## src/core/lpcsq_pkg.sv

```systemverilog
// Shared constants and types for the low power card detect sequencer.
package lpcsq_pkg;

	// Cycles spent in each reduced start-up stage before the RF pulse
	localparam int unsigned STARTUP_A_CYC = 4;
	localparam int unsigned STARTUP_B_CYC = 4;

	// Confirmation filter: samples per pulse and periods needed to wake
	localparam int unsigned FILTER_SAMPLES = 16;
	localparam int unsigned FILTER_PERIODS = 3;

	// Detection options layout (location kept for reference only)
	localparam logic [7:0] DETECT_OPTIONS_OFS = 8'h3a;
	localparam int unsigned OPT_BOOST_BIT = 3;
	localparam int unsigned OPT_FILTER_BIT = 2;
	localparam logic [3:0] DETECT_OPTIONS_RST = 4'h0;

	// Value of the wake request after reset
	localparam logic IRQ_RST = 1'b0;

	// Sequencer phases
	typedef enum logic [2:0] {
		LPCSQ_IDLE,
		LPCSQ_STANDBY,
		LPCSQ_START_A,
		LPCSQ_START_B,
		LPCSQ_PULSE
	} lpcsq_state_t;

endpackage

```

## src/core/lpcsq_seq.sv

```systemverilog
// Top of the autonomous low power card detect sequencer.
// Rules of the card detect mode
// RULE1: Host calibrates idle antenna before entering mode.
// RULE2: Entering mode starts timed standby first.
// RULE3: Standby expiry runs two-stage start-up, no RF.
// RULE4: Timed RF pulse follows; detuning sampled during it.
// RULE5: No card sensed: back to standby, timer restarted.
// RULE6: Detuning detected: wake fully and raise interrupt.
// RULE7: Loop ends only on detection or reset.
// RULE8: Host interface disabled while mode is active.
// RULE9: Software option enables boost during RF pulse.
// RULE10: Woken host runs normal polling to activate.
// RULE11: Filter: 16 samples, three hit periods wake.
// RULE12: Boost option bit 3, filter bit 2.
// RULE13: Timer reloads latched at entry, reused each loop.
`timescale 1ns/1ps
`default_nettype none

module lpcsq_seq
	import lpcsq_pkg::*;
#(
	parameter int unsigned TIMER_W = 16
) (
	input wire logic core_clk, // 40 MHz core clock
	input wire logic rstn, // Async reset, active low
	input wire logic enter_mode, // Host command pulse: start detection
	input wire logic cal_done, // Idle antenna calibration is complete
	input wire logic [TIMER_W-1:0] standby_reload, // Standby length, cycles
	input wire logic [TIMER_W-1:0] pulse_reload, // RF pulse length, cycles
	input wire logic [3:0] detect_options, // Option bits, boost and filter
	input wire logic detune_sense, // Antenna departs calibrated state
	input wire logic irq_ack, // Host clears the wake interrupt
	output logic card_detect_mode_q, // Detection loop active
	output logic host_if_en_q, // Host interface usable
	output logic startup_a_q, // First reduced start-up stage
	output logic startup_b_q, // Second reduced start-up stage
	output logic rf_on_q, // RF field on
	output logic boost_on_q, // Transmit boost pump running
	output logic irq_q // Wake interrupt to host
);

	// Pulse timer must hold the minimum filter pulse length
	if (TIMER_W < 5 || TIMER_W > 32) begin : g_bad_width
		$error("lpcsq_seq: TIMER_W must be within 5..32");
	end

	localparam logic [TIMER_W-1:0] MIN_FILT_PULSE = TIMER_W'(FILTER_SAMPLES);
	localparam logic [4:0] SAMP_END = 5'(FILTER_SAMPLES);
	localparam logic [1:0] LAST_PERIOD = 2'(FILTER_PERIODS - 1);
	localparam logic [2:0] SU_A_LAST = 3'(STARTUP_A_CYC - 1);
	localparam logic [2:0] SU_B_LAST = 3'(STARTUP_B_CYC - 1);

	lpcsq_state_t st_q; // Current phase
	lpcsq_state_t st_d; // Next phase
	logic [TIMER_W-1:0] standby_len_q; // Latched standby reload
	logic [TIMER_W-1:0] pulse_len_q; // Latched pulse reload
	logic boost_q; // Latched tx_boost_enable
	logic filt_q; // Latched wake_confirm_filter
	logic [2:0] su_cnt_q; // Cycles spent in a start-up stage
	logic [4:0] pcyc_q; // Cycles into the current pulse period
	logic hit_q; // Some filter sample sensed detuning
	logic [1:0] periods_q; // Consecutive periods that sensed detuning
	logic enter_ok; // Entry command accepted
	logic stby_load; // Restart the standby timer
	logic pulse_load; // Start a pulse period
	logic [TIMER_W-1:0] stby_val; // Standby timer load value
	logic [TIMER_W-1:0] pulse_val; // Pulse timer load value
	logic stby_done; // Standby interval elapsed
	logic pulse_done; // Pulse period elapsed
	logic su_last; // Last cycle of a start-up stage
	logic samp_now; // Filter sample slot this cycle
	logic period_hit; // Current period sensed detuning
	logic wake; // Detection confirmed this cycle

	// Entry is refused until calibration is reported done [RULE1]
	assign enter_ok = (st_q == LPCSQ_IDLE) && enter_mode && cal_done;
	// First standby uses the value offered at entry [RULE13]
	assign stby_val = enter_ok ? standby_reload : standby_len_q;
	// Filter stretches a short pulse so all samples fit in it [RULE11]
	assign pulse_val = (filt_q && (pulse_len_q < MIN_FILT_PULSE)) ?
		MIN_FILT_PULSE : pulse_len_q;
	assign su_last = (st_q == LPCSQ_START_A) ? (su_cnt_q == SU_A_LAST) :
		(su_cnt_q == SU_B_LAST);
	// Filter samples the first slots of each pulse period [RULE11]
	assign samp_now = filt_q && (st_q == LPCSQ_PULSE) && (pcyc_q < SAMP_END);
	// Without filter a single sample at pulse end decides [RULE4]
	assign period_hit = filt_q ? (hit_q || (samp_now && detune_sense)) :
		detune_sense;

	// Standby interval timer
	lpcsq_timer #(
		.WIDTH(TIMER_W)
	) u_standby_timer (
		.core_clk(core_clk),
		.rstn(rstn),
		.load(stby_load),
		.value(stby_val),
		.done(stby_done),
		.busy()
	);

	// RF pulse interval timer
	lpcsq_timer #(
		.WIDTH(TIMER_W)
	) u_pulse_timer (
		.core_clk(core_clk),
		.rstn(rstn),
		.load(pulse_load),
		.value(pulse_val),
		.done(pulse_done),
		.busy()
	);

	// Next phase and timer loads
	always_comb begin
		st_d = st_q;
		stby_load = 1'b0;
		pulse_load = 1'b0;
		wake = 1'b0;
		unique case (st_q)
			LPCSQ_IDLE: begin
				// Idle accepts only the entry command [RULE2]
				if (enter_ok) begin
					st_d = LPCSQ_STANDBY;
					stby_load = 1'b1;
				end
			end
			LPCSQ_STANDBY: begin
				// Standby expiry opens the start-up [RULE3]
				if (stby_done) begin
					st_d = LPCSQ_START_A;
				end
			end
			LPCSQ_START_A: begin
				if (su_last) begin
					st_d = LPCSQ_START_B; // [RULE3]
				end
			end
			LPCSQ_START_B: begin
				// RF only after both stages [RULE3] [RULE4]
				if (su_last) begin
					st_d = LPCSQ_PULSE;
					pulse_load = 1'b1;
				end
			end
			LPCSQ_PULSE: begin
				if (pulse_done) begin
					if (period_hit) begin
						if (!filt_q || periods_q == LAST_PERIOD) begin
							// Confirmed detuning ends the loop [RULE6] [RULE11]
							wake = 1'b1;
							st_d = LPCSQ_IDLE;
						end else begin
							// Another confirmation period, RF stays on [RULE11]
							pulse_load = 1'b1;
						end
					end else begin
						// Miss goes back to standby [RULE5] [RULE11]
						st_d = LPCSQ_STANDBY;
						stby_load = 1'b1;
					end
				end
			end
		endcase
	end

	// Phase register; nothing but a wake or reset leaves the loop [RULE7]
	always_ff @(posedge core_clk or negedge rstn) begin
		if (!rstn) begin
			st_q <= LPCSQ_IDLE;
		end else begin
			st_q <= st_d;
		end
	end

	// Settings are captured at entry since the host is locked out later
	always_ff @(posedge core_clk or negedge rstn) begin
		if (!rstn) begin
			standby_len_q <= '0;
			pulse_len_q <= '0;
			boost_q <= DETECT_OPTIONS_RST[OPT_BOOST_BIT];
			filt_q <= DETECT_OPTIONS_RST[OPT_FILTER_BIT];
		end else if (enter_ok) begin
			standby_len_q <= standby_reload; // [RULE13]
			pulse_len_q <= pulse_reload; // [RULE13]
			boost_q <= detect_options[OPT_BOOST_BIT]; // [RULE9] [RULE12]
			filt_q <= detect_options[OPT_FILTER_BIT]; // [RULE12]
		end
	end

	// Start-up stage cycle counter, cleared on each phase change
	always_ff @(posedge core_clk or negedge rstn) begin
		if (!rstn) begin
			su_cnt_q <= '0;
		end else if (st_d != st_q) begin
			su_cnt_q <= '0;
		end else begin
			su_cnt_q <= su_cnt_q + 3'h1;
		end
	end

	// Pulse sample slots and hit memory per period [RULE11]
	always_ff @(posedge core_clk or negedge rstn) begin
		if (!rstn) begin
			pcyc_q <= '0;
			hit_q <= 1'b0;
		end else if (pulse_load) begin
			pcyc_q <= '0;
			hit_q <= 1'b0;
		end else begin
			if (st_q == LPCSQ_PULSE && pcyc_q < SAMP_END) begin
				pcyc_q <= pcyc_q + 5'h1;
			end
			if (samp_now && detune_sense) begin
				hit_q <= 1'b1;
			end
		end
	end

	// Consecutive hit periods; any miss or new loop starts over [RULE11]
	always_ff @(posedge core_clk or negedge rstn) begin
		if (!rstn) begin
			periods_q <= '0;
		end else if (stby_load) begin
			periods_q <= '0;
		end else if (pulse_done && period_hit && !wake) begin
			periods_q <= periods_q + 2'h1;
		end
	end

	// Phase outputs registered from the next phase
	always_ff @(posedge core_clk or negedge rstn) begin
		if (!rstn) begin
			card_detect_mode_q <= 1'b0;
			host_if_en_q <= 1'b1;
			startup_a_q <= 1'b0;
			startup_b_q <= 1'b0;
			rf_on_q <= 1'b0;
			boost_on_q <= 1'b0;
		end else begin
			card_detect_mode_q <= (st_d != LPCSQ_IDLE);
			host_if_en_q <= (st_d == LPCSQ_IDLE); // [RULE8]
			startup_a_q <= (st_d == LPCSQ_START_A);
			startup_b_q <= (st_d == LPCSQ_START_B);
			rf_on_q <= (st_d == LPCSQ_PULSE); // [RULE4]
			boost_on_q <= (st_d == LPCSQ_PULSE) && boost_q; // [RULE9]
		end
	end

	// Wake interrupt; a new wake beats a same-cycle acknowledge [RULE6]
	always_ff @(posedge core_clk or negedge rstn) begin
		if (!rstn) begin
			irq_q <= IRQ_RST;
		end else if (wake) begin
			irq_q <= 1'b1;
		end else if (irq_ack) begin
			irq_q <= 1'b0;
		end
	end
endmodule

`default_nettype wire

```

## src/core/lpcsq_timer.sv

```systemverilog
// Reloadable down-counting interval timer used for standby and pulse.
`timescale 1ns/1ps
`default_nettype none

module lpcsq_timer #(
	parameter int unsigned WIDTH = 16
) (
	input wire logic core_clk, // Core clock
	input wire logic rstn, // Async reset, active low
	input wire logic load, // Start a new interval
	input wire logic [WIDTH-1:0] value, // Interval length in cycles
	output logic done, // High in the last cycle of the interval
	output logic busy // Interval running
);

	logic [WIDTH-1:0] cnt_q; // Cycles left including this one
	logic run_q; // Interval in progress

	// A zero value behaves as one, so an interval never hangs
	assign done = run_q && (cnt_q <= WIDTH'(1));
	assign busy = run_q;

	// Count down; a load in the expiring cycle restarts at once
	always_ff @(posedge core_clk or negedge rstn) begin
		if (!rstn) begin
			cnt_q <= '0;
			run_q <= 1'b0;
		end else if (load) begin
			cnt_q <= value;
			run_q <= 1'b1;
		end else if (done) begin
			run_q <= 1'b0;
		end else if (run_q) begin
			cnt_q <= cnt_q - WIDTH'(1);
		end
	end

endmodule

`default_nettype wire

```

## config.mk

```make
export PLATFORM = sky130hd
export DESIGN_NAME = lpcsq_seq
export DESIGN_NICKNAME = d
export VERILOG_FILES = /design/src/core/lpcsq_pkg.sv /design/src/core/lpcsq_seq.sv /design/src/core/lpcsq_timer.sv
export SDC_FILE = /design/constraint.sdc
export NUM_CORES = 1
export LEC_CHECK = 0
export BUFFER_PORTS_ARGS = -buffer_cell sky130_fd_sc_hd__buf_2
export CAP_MARGIN = 20
export CORE_MARGIN = 2
export CORE_UTILIZATION = 59
export CTS_BUF_LIST = sky130_fd_sc_hd__clkbuf_8 sky130_fd_sc_hd__clkbuf_16
export DETAILED_ROUTE_END_ITERATION = 6
export PLACE_DENSITY = 0.78
export SLEW_MARGIN = 0
export SYNTH_ARGS = -nofsm -noshare
export SYNTH_HDL_FRONTEND = slang
export SYNTH_HIERARCHICAL = 1
export SYNTH_SLANG_ARGS = --single-unit
```

## constraint.sdc

```tcl
create_clock -name core_clk -period 4.1 [get_ports core_clk]
set_clock_uncertainty 0.15 [all_clocks]
set_input_delay 0.82 -clock core_clk [delete_from_list [all_inputs] [get_ports core_clk]]
set_output_delay 0.82 -clock core_clk [all_outputs]
set_load 0.005 [all_outputs]
```

==> results.sh, run 1 <==
export IMPL_cp_cell_sequence="inv_1, ha_1, o21a_1, and4_1, nand4bb_1, a221oi_2, or2_1, nand2b_1, a21oi_1, a221o_1"
export IMPL_hp_class="reg -> reg"
export IMPL_async_reset_ff_frac=1.00
export IMPL_synth_area_top_cells="dfrtp_1, mux2_2, xnor2_1, nand2_1, o21ai_1"
export IMPL_synth_avg_cell_area_sq_um=10.7
export IMPL_synth_cell_area_sq_um=4700
export IMPL_crit_arrival_ps=3600
export IMPL_start_util=0.608
export IMPL_clk_root_buffer_cell="clkbuf_8"
export IMPL_synth_top_cell_area_share=0.469
export IMPL_slew_viol_final=0
export IMPL_grt_pass1_wl_um=15500
export IMPL_leakage_nw=2.28
export IMPL_overflow=0
export IMPL_setup_violations_final=0
export IMPL_fin_tns_setup_ps=0
export IMPL_grt_use_met1=0.280
export IMPL_antennaDiodeCount=0
export IMPL_slew_headroom=0.438
export IMPL_synth_cells=439
export IMPL_ff2ff_path_depth=10
export IMPL_worst_path_buf_inv=1
export IMPL_drt_iter0_markers=158
export IMPL_gp_congestion=0.818
export IMPL_drive_gt1_frac=0.271
export IMPL_maxCapViolations=0
export IMPL_utilization=0.663
export IMPL_synth_cell_types=67
export IMPL_rows=32
export IMPL_die_area_sq_um=8690
export IMPL_critPathMaxStageDelay_ps=520
export IMPL_grt_util_met2=0.396
export IMPL_yosysMostFrequentCell="dfrtp_1"
export IMPL_busiest_layer="met2"
export IMPL_cts_buffer_depth=2
export IMPL_status="completed"
export IMPL_hp_start="standby_len_q[11]"
export IMPL_cts_sinks=89
export IMPL_ys_flop_type="dfrtp_1"
export IMPL_area_growth_pct=9.14
export IMPL_grtUsageMet3=0.0338
export IMPL_ant_nets=0
export IMPL_ys_seq_area_frac=0.474
export IMPL_grt_max_degree=70
export IMPL_layout_nets=524
export IMPL_grt_use_total=0.225
export IMPL_synthesis_nets=489
export IMPL_dp_hpwl_um=6440
export IMPL_cts_clk_slew_worst_paths_ps=90
export IMPL_cp_required_ps=4190
export IMPL_clk_latency_ps=360
export IMPL_synth_edf_count=0
export IMPL_slowest_stage="or2_1"
export IMPL_drc=0
export IMPL_grt_antenna_before_repair=0
export IMPL_holdPathStages=1
export IMPL_start_kind="flip-flop"
export IMPL_io_buffers=46
export IMPL_cp_max_fo=17
export IMPL_p_per_area_nw_per_um2=284
export IMPL_synthTopCellsByCount="dfrtp_1, nand2_1, mux2_2"
export IMPL_worstReg2RegStart="u_pulse_timer/cnt_q[0]"
export IMPL_tightest_slew_ps=842
export IMPL_routed_wl_um=8990
export IMPL_rsz0062_at_grt="no"
export IMPL_fin_crit_sh=0.854
export IMPL_min_period_ps=3500
export IMPL_ys_ff_latch=89
export IMPL_r2r_end="u_standby_timer/cnt_q[3]"
export IMPL_wl_per_cell_um=15.5
export IMPL_min_to="standby_len_q[11]"
export IMPL_vdd_drop_max_uv=160
export IMPL_fp_dieH_um=93.2
export IMPL_crit_family="simple AND/OR/NAND/NOR gates"
export IMPL_grt_pass1_vias=3374
export IMPL_cts_tree="done"
export IMPL_hold_viol=0
export IMPL_routed_via_density=5.88
export IMPL_end_kind="flip-flop"
export IMPL_vias=3416
export IMPL_ys_warn_count=6
export IMPL_cts_hold_buf=0
export IMPL_clock_fmax_mhz=286
export IMPL_coreArea_sq_um=7730
export IMPL_htreeDepth=3
export IMPL_ios=49
export IMPL_cts_setup_buffers=0
export IMPL_r2r_slack_ps=600
export IMPL_die_x_um=93.2
export IMPL_drt_pass1_iterations=4
export IMPL_cts_resized=0
export IMPL_cts_buffers=9
export IMPL_holdWs_ps=337
export IMPL_critPathKind="reg -> reg"
export IMPL_synth_area_leader_cell="dfrtp_1"
==> through the flow <==
stage,setup slack (ps),power (mW),cell area (sq um),instances
detailed placement,634,0.933,4960,565
global placement,743,0.932,4960,565
CTS,591,1.47,5130,581
floorplan,1000,0.896,4700,439
finish,598,1.46,5130,581
global route,367,1.51,5130,581
==> registers in the layout, indices dropped and copies added, names as in the netlist, 2 cells and up <==
name / flops
periods_q: 2
standby_len_q: 16
pulse_len_q: 16
pcyc_q: 5
u_standby_timer/cnt_q: 16
u_pulse_timer/cnt_q: 16
st_q: 3
su_cnt_q: 3
==> layout make-up <==
cell class	count	area [sq um]
well taps	102	128
repair buffers	53	285
clock inverters	7	45.0
clock buffers	9	124
multi-input cells	305	2260
inverters	16	60.1
fillers	606	2600
flip-flops and latches	89	2230
==> how the worst max path moves through the flow <==
| stage | depth (start not counted) | slack (ps) | endpoint | startpoint |
|---|---|---|---|---|
| after floorplan | 8 | 1000 | u_pulse_timer/cnt_q[12] | u_pulse_timer/cnt_q[11] |
| after global placement | 10 | 740 | u_standby_timer/cnt_q[3] | u_pulse_timer/cnt_q[0] |
| after detailed placement | 10 | 630 | u_standby_timer/cnt_q[3] | u_pulse_timer/cnt_q[0] |
| after CTS | 10 | 590 | u_standby_timer/cnt_q[3] | u_pulse_timer/cnt_q[0] |
| after global routing | 10 | 370 | u_standby_timer/cnt_q[3] | u_pulse_timer/cnt_q[1] |
| final | 10 | 600 | u_standby_timer/cnt_q[3] | u_pulse_timer/cnt_q[0] |
==> placed cells by master (no fill, tap or decap), types with 3 or more instances in the layout <==
cell,instances
dfrtp_1,88
buf_2,45
nand2_1,38
mux2_2,29
o21ai_1,20
a21oi_1,19
nor2_1,18
xnor2_1,18
inv_1,16
nor3_1,12
o21ai_0,11
a211oi_1,9
nand3_1,9
nor4_1,9
clkbuf_8,9
ha_1,8
buf_4,8
nor2b_1,7
mux2_1,7
nand2b_1,7
nand4_1,5
a21o_1,4
and2_1,4
a31oi_1,4
clkinv_2,4
or3_4,4
o21a_1,3
o32ai_1,3
or2_1,3
a211o_1,3
or2_2,3
==> power by group <==
group | leakage, nW | switching, mW | internal, mW | total (mW)
Clock | 0.0896 | 0.323 | 0.220 | 0.543
Sequential | 1.14 | 0.0000000000000000206 | 0.877 | 0.877
Combinational | 1.04 | 0.0227 | 0.0143 | 0.0369
==> cell families after synthesis <==
kind of cell               count (synthesis)  synth area share
AOI/OAI and AO/OA                        100             0.152
xor gates and xnor gates                  20            0.0373
adders and majority gates                  8            0.0213
buffers and inverters                     45            0.0463
DFF                                       89             0.474
muxes                                     37            0.0884
and+or+nand+nor                          140             0.181
==> routing by layer <==
layer	part of all wire	vias to the layer above	wire length, um
met1	0.43	1693	3850
met2	0.53	55	4740
met4	0.018	0	161
met3	0.026	11	234
met5	0	-	0
li1	-	1657	-
Power figures use the tool's default switching activity.
==> inputs of run 2 (changes only) <==
--- a/config.mk
+++ b/config.mk
@@ -5,13 +5,14 @@
 export SDC_FILE = /design/constraint.sdc
 export NUM_CORES = 1
 export LEC_CHECK = 0
+export ABC_AREA = 1
 export BUFFER_PORTS_ARGS = -buffer_cell sky130_fd_sc_hd__buf_2
 export CAP_MARGIN = 20
 export CORE_MARGIN = 2
-export CORE_UTILIZATION = 59
+export CORE_UTILIZATION = 60
 export CTS_BUF_LIST = sky130_fd_sc_hd__clkbuf_8 sky130_fd_sc_hd__clkbuf_16
 export DETAILED_ROUTE_END_ITERATION = 6
-export PLACE_DENSITY = 0.78
+export PLACE_DENSITY = 0.79
 export SLEW_MARGIN = 0
 export SYNTH_ARGS = -nofsm -noshare
 export SYNTH_HDL_FRONTEND = slang
==> run 2 against run 1 <==
Effect of this change: clock power rose by 8.8%; worst hold slack worse by 53 ps; critical endpoint is now u_standby_timer/cnt_q[4]; clock-buffer cell count is 1 higher; sequential cell count unchanged; synthesized area grew 8.2%; non-clock buffer count is the same; register-to-register slack is essentially flat; wire length increased by 22%; die area increased by 6.1%.
==> results.sh, run 2 <==
export IMPL_layout_commonest_cell="nand2_1"
export IMPL_grt_pass1_vias=4363
export IMPL_clk_root_buffer_cell="clkbuf_8"
export IMPL_crit_family="buffers and inverters"
export IMPL_clock_fmax_mhz=287
export IMPL_layout_common_cells="nand2_1, dfrtp_1, nand3_1"
export IMPL_dp_cells=816
export IMPL_drc=0
export IMPL_synthTopCellsByCount="nand2_1, dfrtp_1, nand3_1"
export IMPL_synth_top_cell_area_share=0.433
export IMPL_fin_tns_setup_ps=0
export IMPL_ys_warn_count=6
export IMPL_hold_viol=0
export IMPL_cp_required_ps=4230
export IMPL_synth_edf_count=0
export IMPL_clk_latency_ps=360
export IMPL_start_kind="flip-flop"
export IMPL_yosysMostFrequentCell="nand2_1"
export IMPL_cp_cell_sequence="inv_1, ha_1, inv_1, nand2_1, nand2_1, nor2_2, nand2_2, nor2_1, inv_1, nor2_2, a21oi_1, inv_1, buf_4, clkinv_1, buf_4, nand2_4, nand2_1, o21ai_2"
export IMPL_slowest_stage="clkinv_1"
export IMPL_holdWs_ps=284
export IMPL_overflow=0
export IMPL_cts_hold_buf=0
export IMPL_synth_cell_types=37
export IMPL_synth_area_top_cells="dfrtp_1, nand2_1, nand3_1, nor2_1, inv_1"
export IMPL_r2r_slack_ps=610
export IMPL_setup_violations_final=0
export IMPL_ys_seq_area_frac=0.438
export IMPL_coreArea_sq_um=8220
export IMPL_area_growth_pct=8.54
export IMPL_cts_clk_slew_worst_paths_ps=80
export IMPL_drt_pass1_iterations=4
export IMPL_drt_iter0_markers=184
export IMPL_place_ws_ps=659
export IMPL_grt_antenna_before_repair=0
export IMPL_ys_ff_latch=89
export IMPL_wl_per_cell_um=13.2
export IMPL_crit_arrival_ps=3620
export IMPL_cts_tree="done"
export IMPL_ant_nets=0
export IMPL_io_buffers=46
export IMPL_grt_max_degree=71
export IMPL_synthesis_nets=736
export IMPL_rsz0062_at_grt="no"
export IMPL_drive_gt1_frac=0.184
export IMPL_antennaDiodeCount=0
export IMPL_synth_cells=686
export IMPL_synth_area_leader_cell="dfrtp_1"
export IMPL_grt_pass1_wl_um=19200
export IMPL_htreeDepth=3
export IMPL_routed_via_density=5.24
export IMPL_rows=33
export IMPL_maxCapViolations=0
export IMPL_layout_nets=772
export IMPL_cts_setup_buffers=0
export IMPL_fp_dieH_um=96.0
export IMPL_cts_buffers=9
export IMPL_synth_avg_cell_area_sq_um=7.41
export IMPL_final_cells=832
export IMPL_vias=4356
export IMPL_ys_flop_type="dfrtp_1"
export IMPL_cts_buffer_depth=2
export IMPL_final_setup_worst_slack_ps=612
export IMPL_synth_cell_area_sq_um=5080
export IMPL_leakage_nw=3.05
export IMPL_min_period_ps=3490
export IMPL_end_kind="flip-flop"
export IMPL_crit_top_cell="inv_1"
export IMPL_power_mw=1.50
export IMPL_status="completed"
export IMPL_slew_headroom=0.416
export IMPL_dp_hpwl_um=7830
export IMPL_grt_use_total=0.267
export IMPL_cts_resized=0
export IMPL_tightest_slew_ps=876
export IMPL_die_x_um=96.0
export IMPL_fin_crit_sh=0.851
export IMPL_routed_wl_um=11000
export IMPL_p_per_area_nw_per_um2=273
export IMPL_slew_viol_final=0
export IMPL_hp_class="reg -> reg"
export IMPL_vdd_drop_max_uv=168
export IMPL_ios=49
export IMPL_worst_path_buf_inv=7
export IMPL_critPathMaxStageDelay_ps=510
export IMPL_start_util=0.619
export IMPL_async_reset_ff_frac=1.00
export IMPL_gp_congestion=0.932
export IMPL_cts_sinks=89
export IMPL_cp_max_fo=21
export IMPL_critPathKind="reg -> reg"
export IMPL_die_area_sq_um=9220
[run 2: cell types whose count changed in the layout (fill, tap and decap cells not counted), moves of 29 or more]
| cell | previous run | this run |
|---|---|---|
| nand2_1 | 38 | 243 |
| nand3_1 | 9 | 66 |
| nor2_1 | 18 | 64 |
| inv_1 | 16 | 61 |
| mux2_2 | 29 | 0 |
[run 2: cell families after synthesis]
family	Yosys count	synth area share
XOR/XNOR	4	0.00689
AO/OA/AOI/OAI	50	0.0630
AND/OR/NAND/NOR	440	0.388
adder cells (fa/ha/maj)	8	0.0197
flip-flops	89	0.438
buffers and inverters	95	0.0837
[run 2: power breakdown]
part | internal, mW | total, mW | switching [mW]
clock | 0.291 | 0.591 | 0.300
combinational | 0.0139 | 0.0363 | 0.0225
sequential | 0.877 | 0.877 | 0.00000000000000000970
[run 2: final timing paths]
path	from	endpoint	cells past startpoint
max	u_pulse_timer/cnt_q[0]	u_standby_timer/cnt_q[4]	18
min	su_cnt_q[0]	su_cnt_q[0]	1
max reg2reg	u_pulse_timer/cnt_q[0]	u_standby_timer/cnt_q[4]	18
min reg2reg	su_cnt_q[0]	su_cnt_q[0]	1
max in group asynchronous	rstn	host_if_en_q	2
min in group asynchronous	rstn	standby_len_q[2]	1
[run 2: cell type report]
class	instances	area, sq um
Sequential cell	89	2230
Tap cell	105	131
Timing Repair Buffer	53	285
Inverter	67	251
Fill cell	708	2700
Clock buffer	10	138
Multi-Input combinational cell	502	2430
Clock inverter	6	53.8
[run 2: metal layers]
metal / global-route usage / vias to the layer above / part of all wire
met3: 0.0415 / 22 / 0.040
li1: - / 2217 / -
met4: 0.110 / 0 / 0.022
met5: 0 / - / 0
met2: 0.459 / 94 / 0.50
met1: 0.336 / 2023 / 0.44
[run 2: worst reg2reg max path, cell delays in order, from the launching register on]
cell and delay [ps]:
dfrtp_1 420, inv_1 160, ha_1 260, inv_1 60, nand2_1 50, nand2_1 50
nor2_2 90, nand2_2 90, nor2_1 160, inv_1 90, nor2_2 160, a21oi_1 150
inv_1 80, buf_4 190, clkinv_1 510, buf_4 390, nand2_4 180, nand2_1 110
o21ai_2 70
[run 2: through the flow]
stage	cell area, sq um	utilization
2_1_floorplan	5080	-
3_3_place_gp	5330	0.648
3_5_place_dp	5330	0.648
4_1_cts	5520	0.672
5_1_grt	5520	0.672
6_report	5520	0.672
==> inputs of run 3 (changes only) <==
--- a/config.mk
+++ b/config.mk
@@ -5,14 +5,14 @@
 export SDC_FILE = /design/constraint.sdc
 export NUM_CORES = 1
 export LEC_CHECK = 0
-export ABC_AREA = 1
 export BUFFER_PORTS_ARGS = -buffer_cell sky130_fd_sc_hd__buf_2
 export CAP_MARGIN = 20
+export CORE_ASPECT_RATIO = 0.9
 export CORE_MARGIN = 2
-export CORE_UTILIZATION = 60
+export CORE_UTILIZATION = 59
 export CTS_BUF_LIST = sky130_fd_sc_hd__clkbuf_8 sky130_fd_sc_hd__clkbuf_16
 export DETAILED_ROUTE_END_ITERATION = 6
-export PLACE_DENSITY = 0.79
+export PLACE_DENSITY = 0.78
 export SLEW_MARGIN = 0
 export SYNTH_ARGS = -nofsm -noshare
 export SYNTH_HDL_FRONTEND = slang
==> run 3 against run 2 <==
Effect of this change: worst hold slack got worse by 130 ps; final cell count is 31% lower; fmax up 6.2%; sequential share of layout area is 2.5 points higher; critical endpoint is now u_standby_timer/cnt_q[3]; largest power group unchanged; highest routed layer unchanged.
==> results.sh, run 3 (synthesis gave the netlist of run 1 again) <==
export IMPL_layout_common_cells="dfrtp_1, buf_2, nand2_1"
export IMPL_clk_root_buffer_cell="clkbuf_8"
export IMPL_cts_clk_slew_worst_paths_ps=90
export IMPL_place_ws_ps=893
export IMPL_cts_resized=0
export IMPL_area_growth_pct=10.7
export IMPL_vdd_drop_max_uv=198
export IMPL_cts_buffers=9
export IMPL_cts_tree="done"
export IMPL_drt_iter0_markers=177
export IMPL_fin_tns_setup_ps=0
export IMPL_slew_viol_final=0
export IMPL_routed_wl_um=9060
export IMPL_power_mw=1.60
export IMPL_cts_sinks=89
export IMPL_slew_headroom=0.543
export IMPL_cp_max_fo=9
export IMPL_overflow=0
export IMPL_hold_viol=0
export IMPL_wl_per_cell_um=15.8
export IMPL_final_setup_worst_slack_ps=814
export IMPL_dp_hpwl_um=6240
export IMPL_start_util=0.616
export IMPL_grt_use_total=0.230
export IMPL_drc=0
export IMPL_fin_crit_sh=0.801
export IMPL_cts_buffer_depth=2
export IMPL_clk_latency_ps=370
export IMPL_end_kind="flip-flop"
export IMPL_crit_arrival_ps=3390
export IMPL_vias=3444
export IMPL_cp_required_ps=4200
export IMPL_rows=30
export IMPL_grt_max_degree=90
export IMPL_die_x_um=98.1
export IMPL_htreeDepth=3
export IMPL_critPathKind="reg -> reg"
export IMPL_leakage_nw=2.31
export IMPL_clock_fmax_mhz=304
export IMPL_ios=49
export IMPL_maxCapViolations=0
export IMPL_start_kind="flip-flop"
export IMPL_drive_gt1_frac=0.271
export IMPL_rsz0062_at_grt="no"
export IMPL_drt_pass1_iterations=5
export IMPL_tightest_slew_ps=686
export IMPL_grt_pass1_vias=3388
export IMPL_io_buffers=46
export IMPL_setup_violations_final=0
export IMPL_grt_pass1_wl_um=15800
export IMPL_status="completed"
export IMPL_cts_hold_buf=0
export IMPL_gp_congestion=0.861
export IMPL_p_per_area_nw_per_um2=308
export IMPL_layout_nets=524
export IMPL_min_period_ps=3290
export IMPL_hp_class="in -> async"
export IMPL_routed_via_density=5.99
export IMPL_grt_antenna_before_repair=0
export IMPL_fp_dieH_um=88.6
export IMPL_antennaDiodeCount=0
export IMPL_cts_setup_buffers=0
export IMPL_ant_nets=0
export IMPL_coreArea_sq_um=7620
export IMPL_die_area_sq_um=8690
export IMPL_layout_commonest_cell="dfrtp_1"
-- run 3: cell types whose count changed in the layout (fill, tap and decap cells not counted), sizes merged, moves of 9 or more --
cell and delta:
xnor2 +18, nand2 -219, nand3 -60, a211oi +9, nor2 -64, nor4 +9
mux2 +36, inv -51, a21oi +14
-- run 3: stage by stage --
step / utilization / hold slack (ps) / instance area [sq um] / std cells
floorplan: - / 304 / 4700 / 439
global placement: 0.649 / 318 / 4940 / 558
detailed placement: 0.649 / 323 / 4940 / 558
CTS: 0.678 / 351 / 5170 / 574
global route: 0.682 / 153 / 5200 / 575
finish: 0.682 / 157 / 5200 / 575
-- run 3: worst max-delay path: stages, from the launching register on --
cell	delay, ps
dfrtp_1	460
inv_1	80
ha_1	250
o21a_1	420
and4_1	340
nand4bb_1	250
a221oi_2	460
or2_1	310
nand2b_1	140
a21oi_1	40
a221o_1	260
-- run 3: worst paths after layout --
| path | slack (ps) | start | cells past startpoint | to |
|---|---|---|---|---|
| worst max-delay path | 810 | u_pulse_timer/cnt_q[0] | 10 | u_standby_timer/cnt_q[3] |
| worst min-delay path | 160 | rstn | 1 | pcyc_q[3] |
| worst max register to register | 810 | u_pulse_timer/cnt_q[0] | 10 | u_standby_timer/cnt_q[3] |
| worst min register to register | 340 | standby_len_q[14] | 1 | standby_len_q[14] |
| max in group asynchronous | 3010 | rstn | 2 | host_if_en_q |
| min in group core_clk | 340 | standby_len_q[14] | 1 | standby_len_q[14] |
-- run 3: where the power goes --
part | internal, mW | switching (mW)
Sequential | 0.877 | 0.0000000000000000243
Clock | 0.362 | 0.320
Combinational | 0.0164 | 0.0229
-- run 3: routing by layer --
layer | vias to the layer above | track usage | wire [um]
met5 | - | 0 | 0
met4 | 0 | 0.0909 | 119
met3 | 15 | 0.0545 | 465
met2 | 101 | 0.366 | 4400
met1 | 1689 | 0.309 | 4070
li1 | 1639 | - | -
-- run 3: layout make-up --
type                    count  area [sq um]
clock buffers              10           138
clock inverters             6          90.1
fillers                   581          2420
inverters                  16          60.1
multi-input cells         305          2260
flip-flops and latches     89          2230
well taps                  96           120
repair buffers             53           305
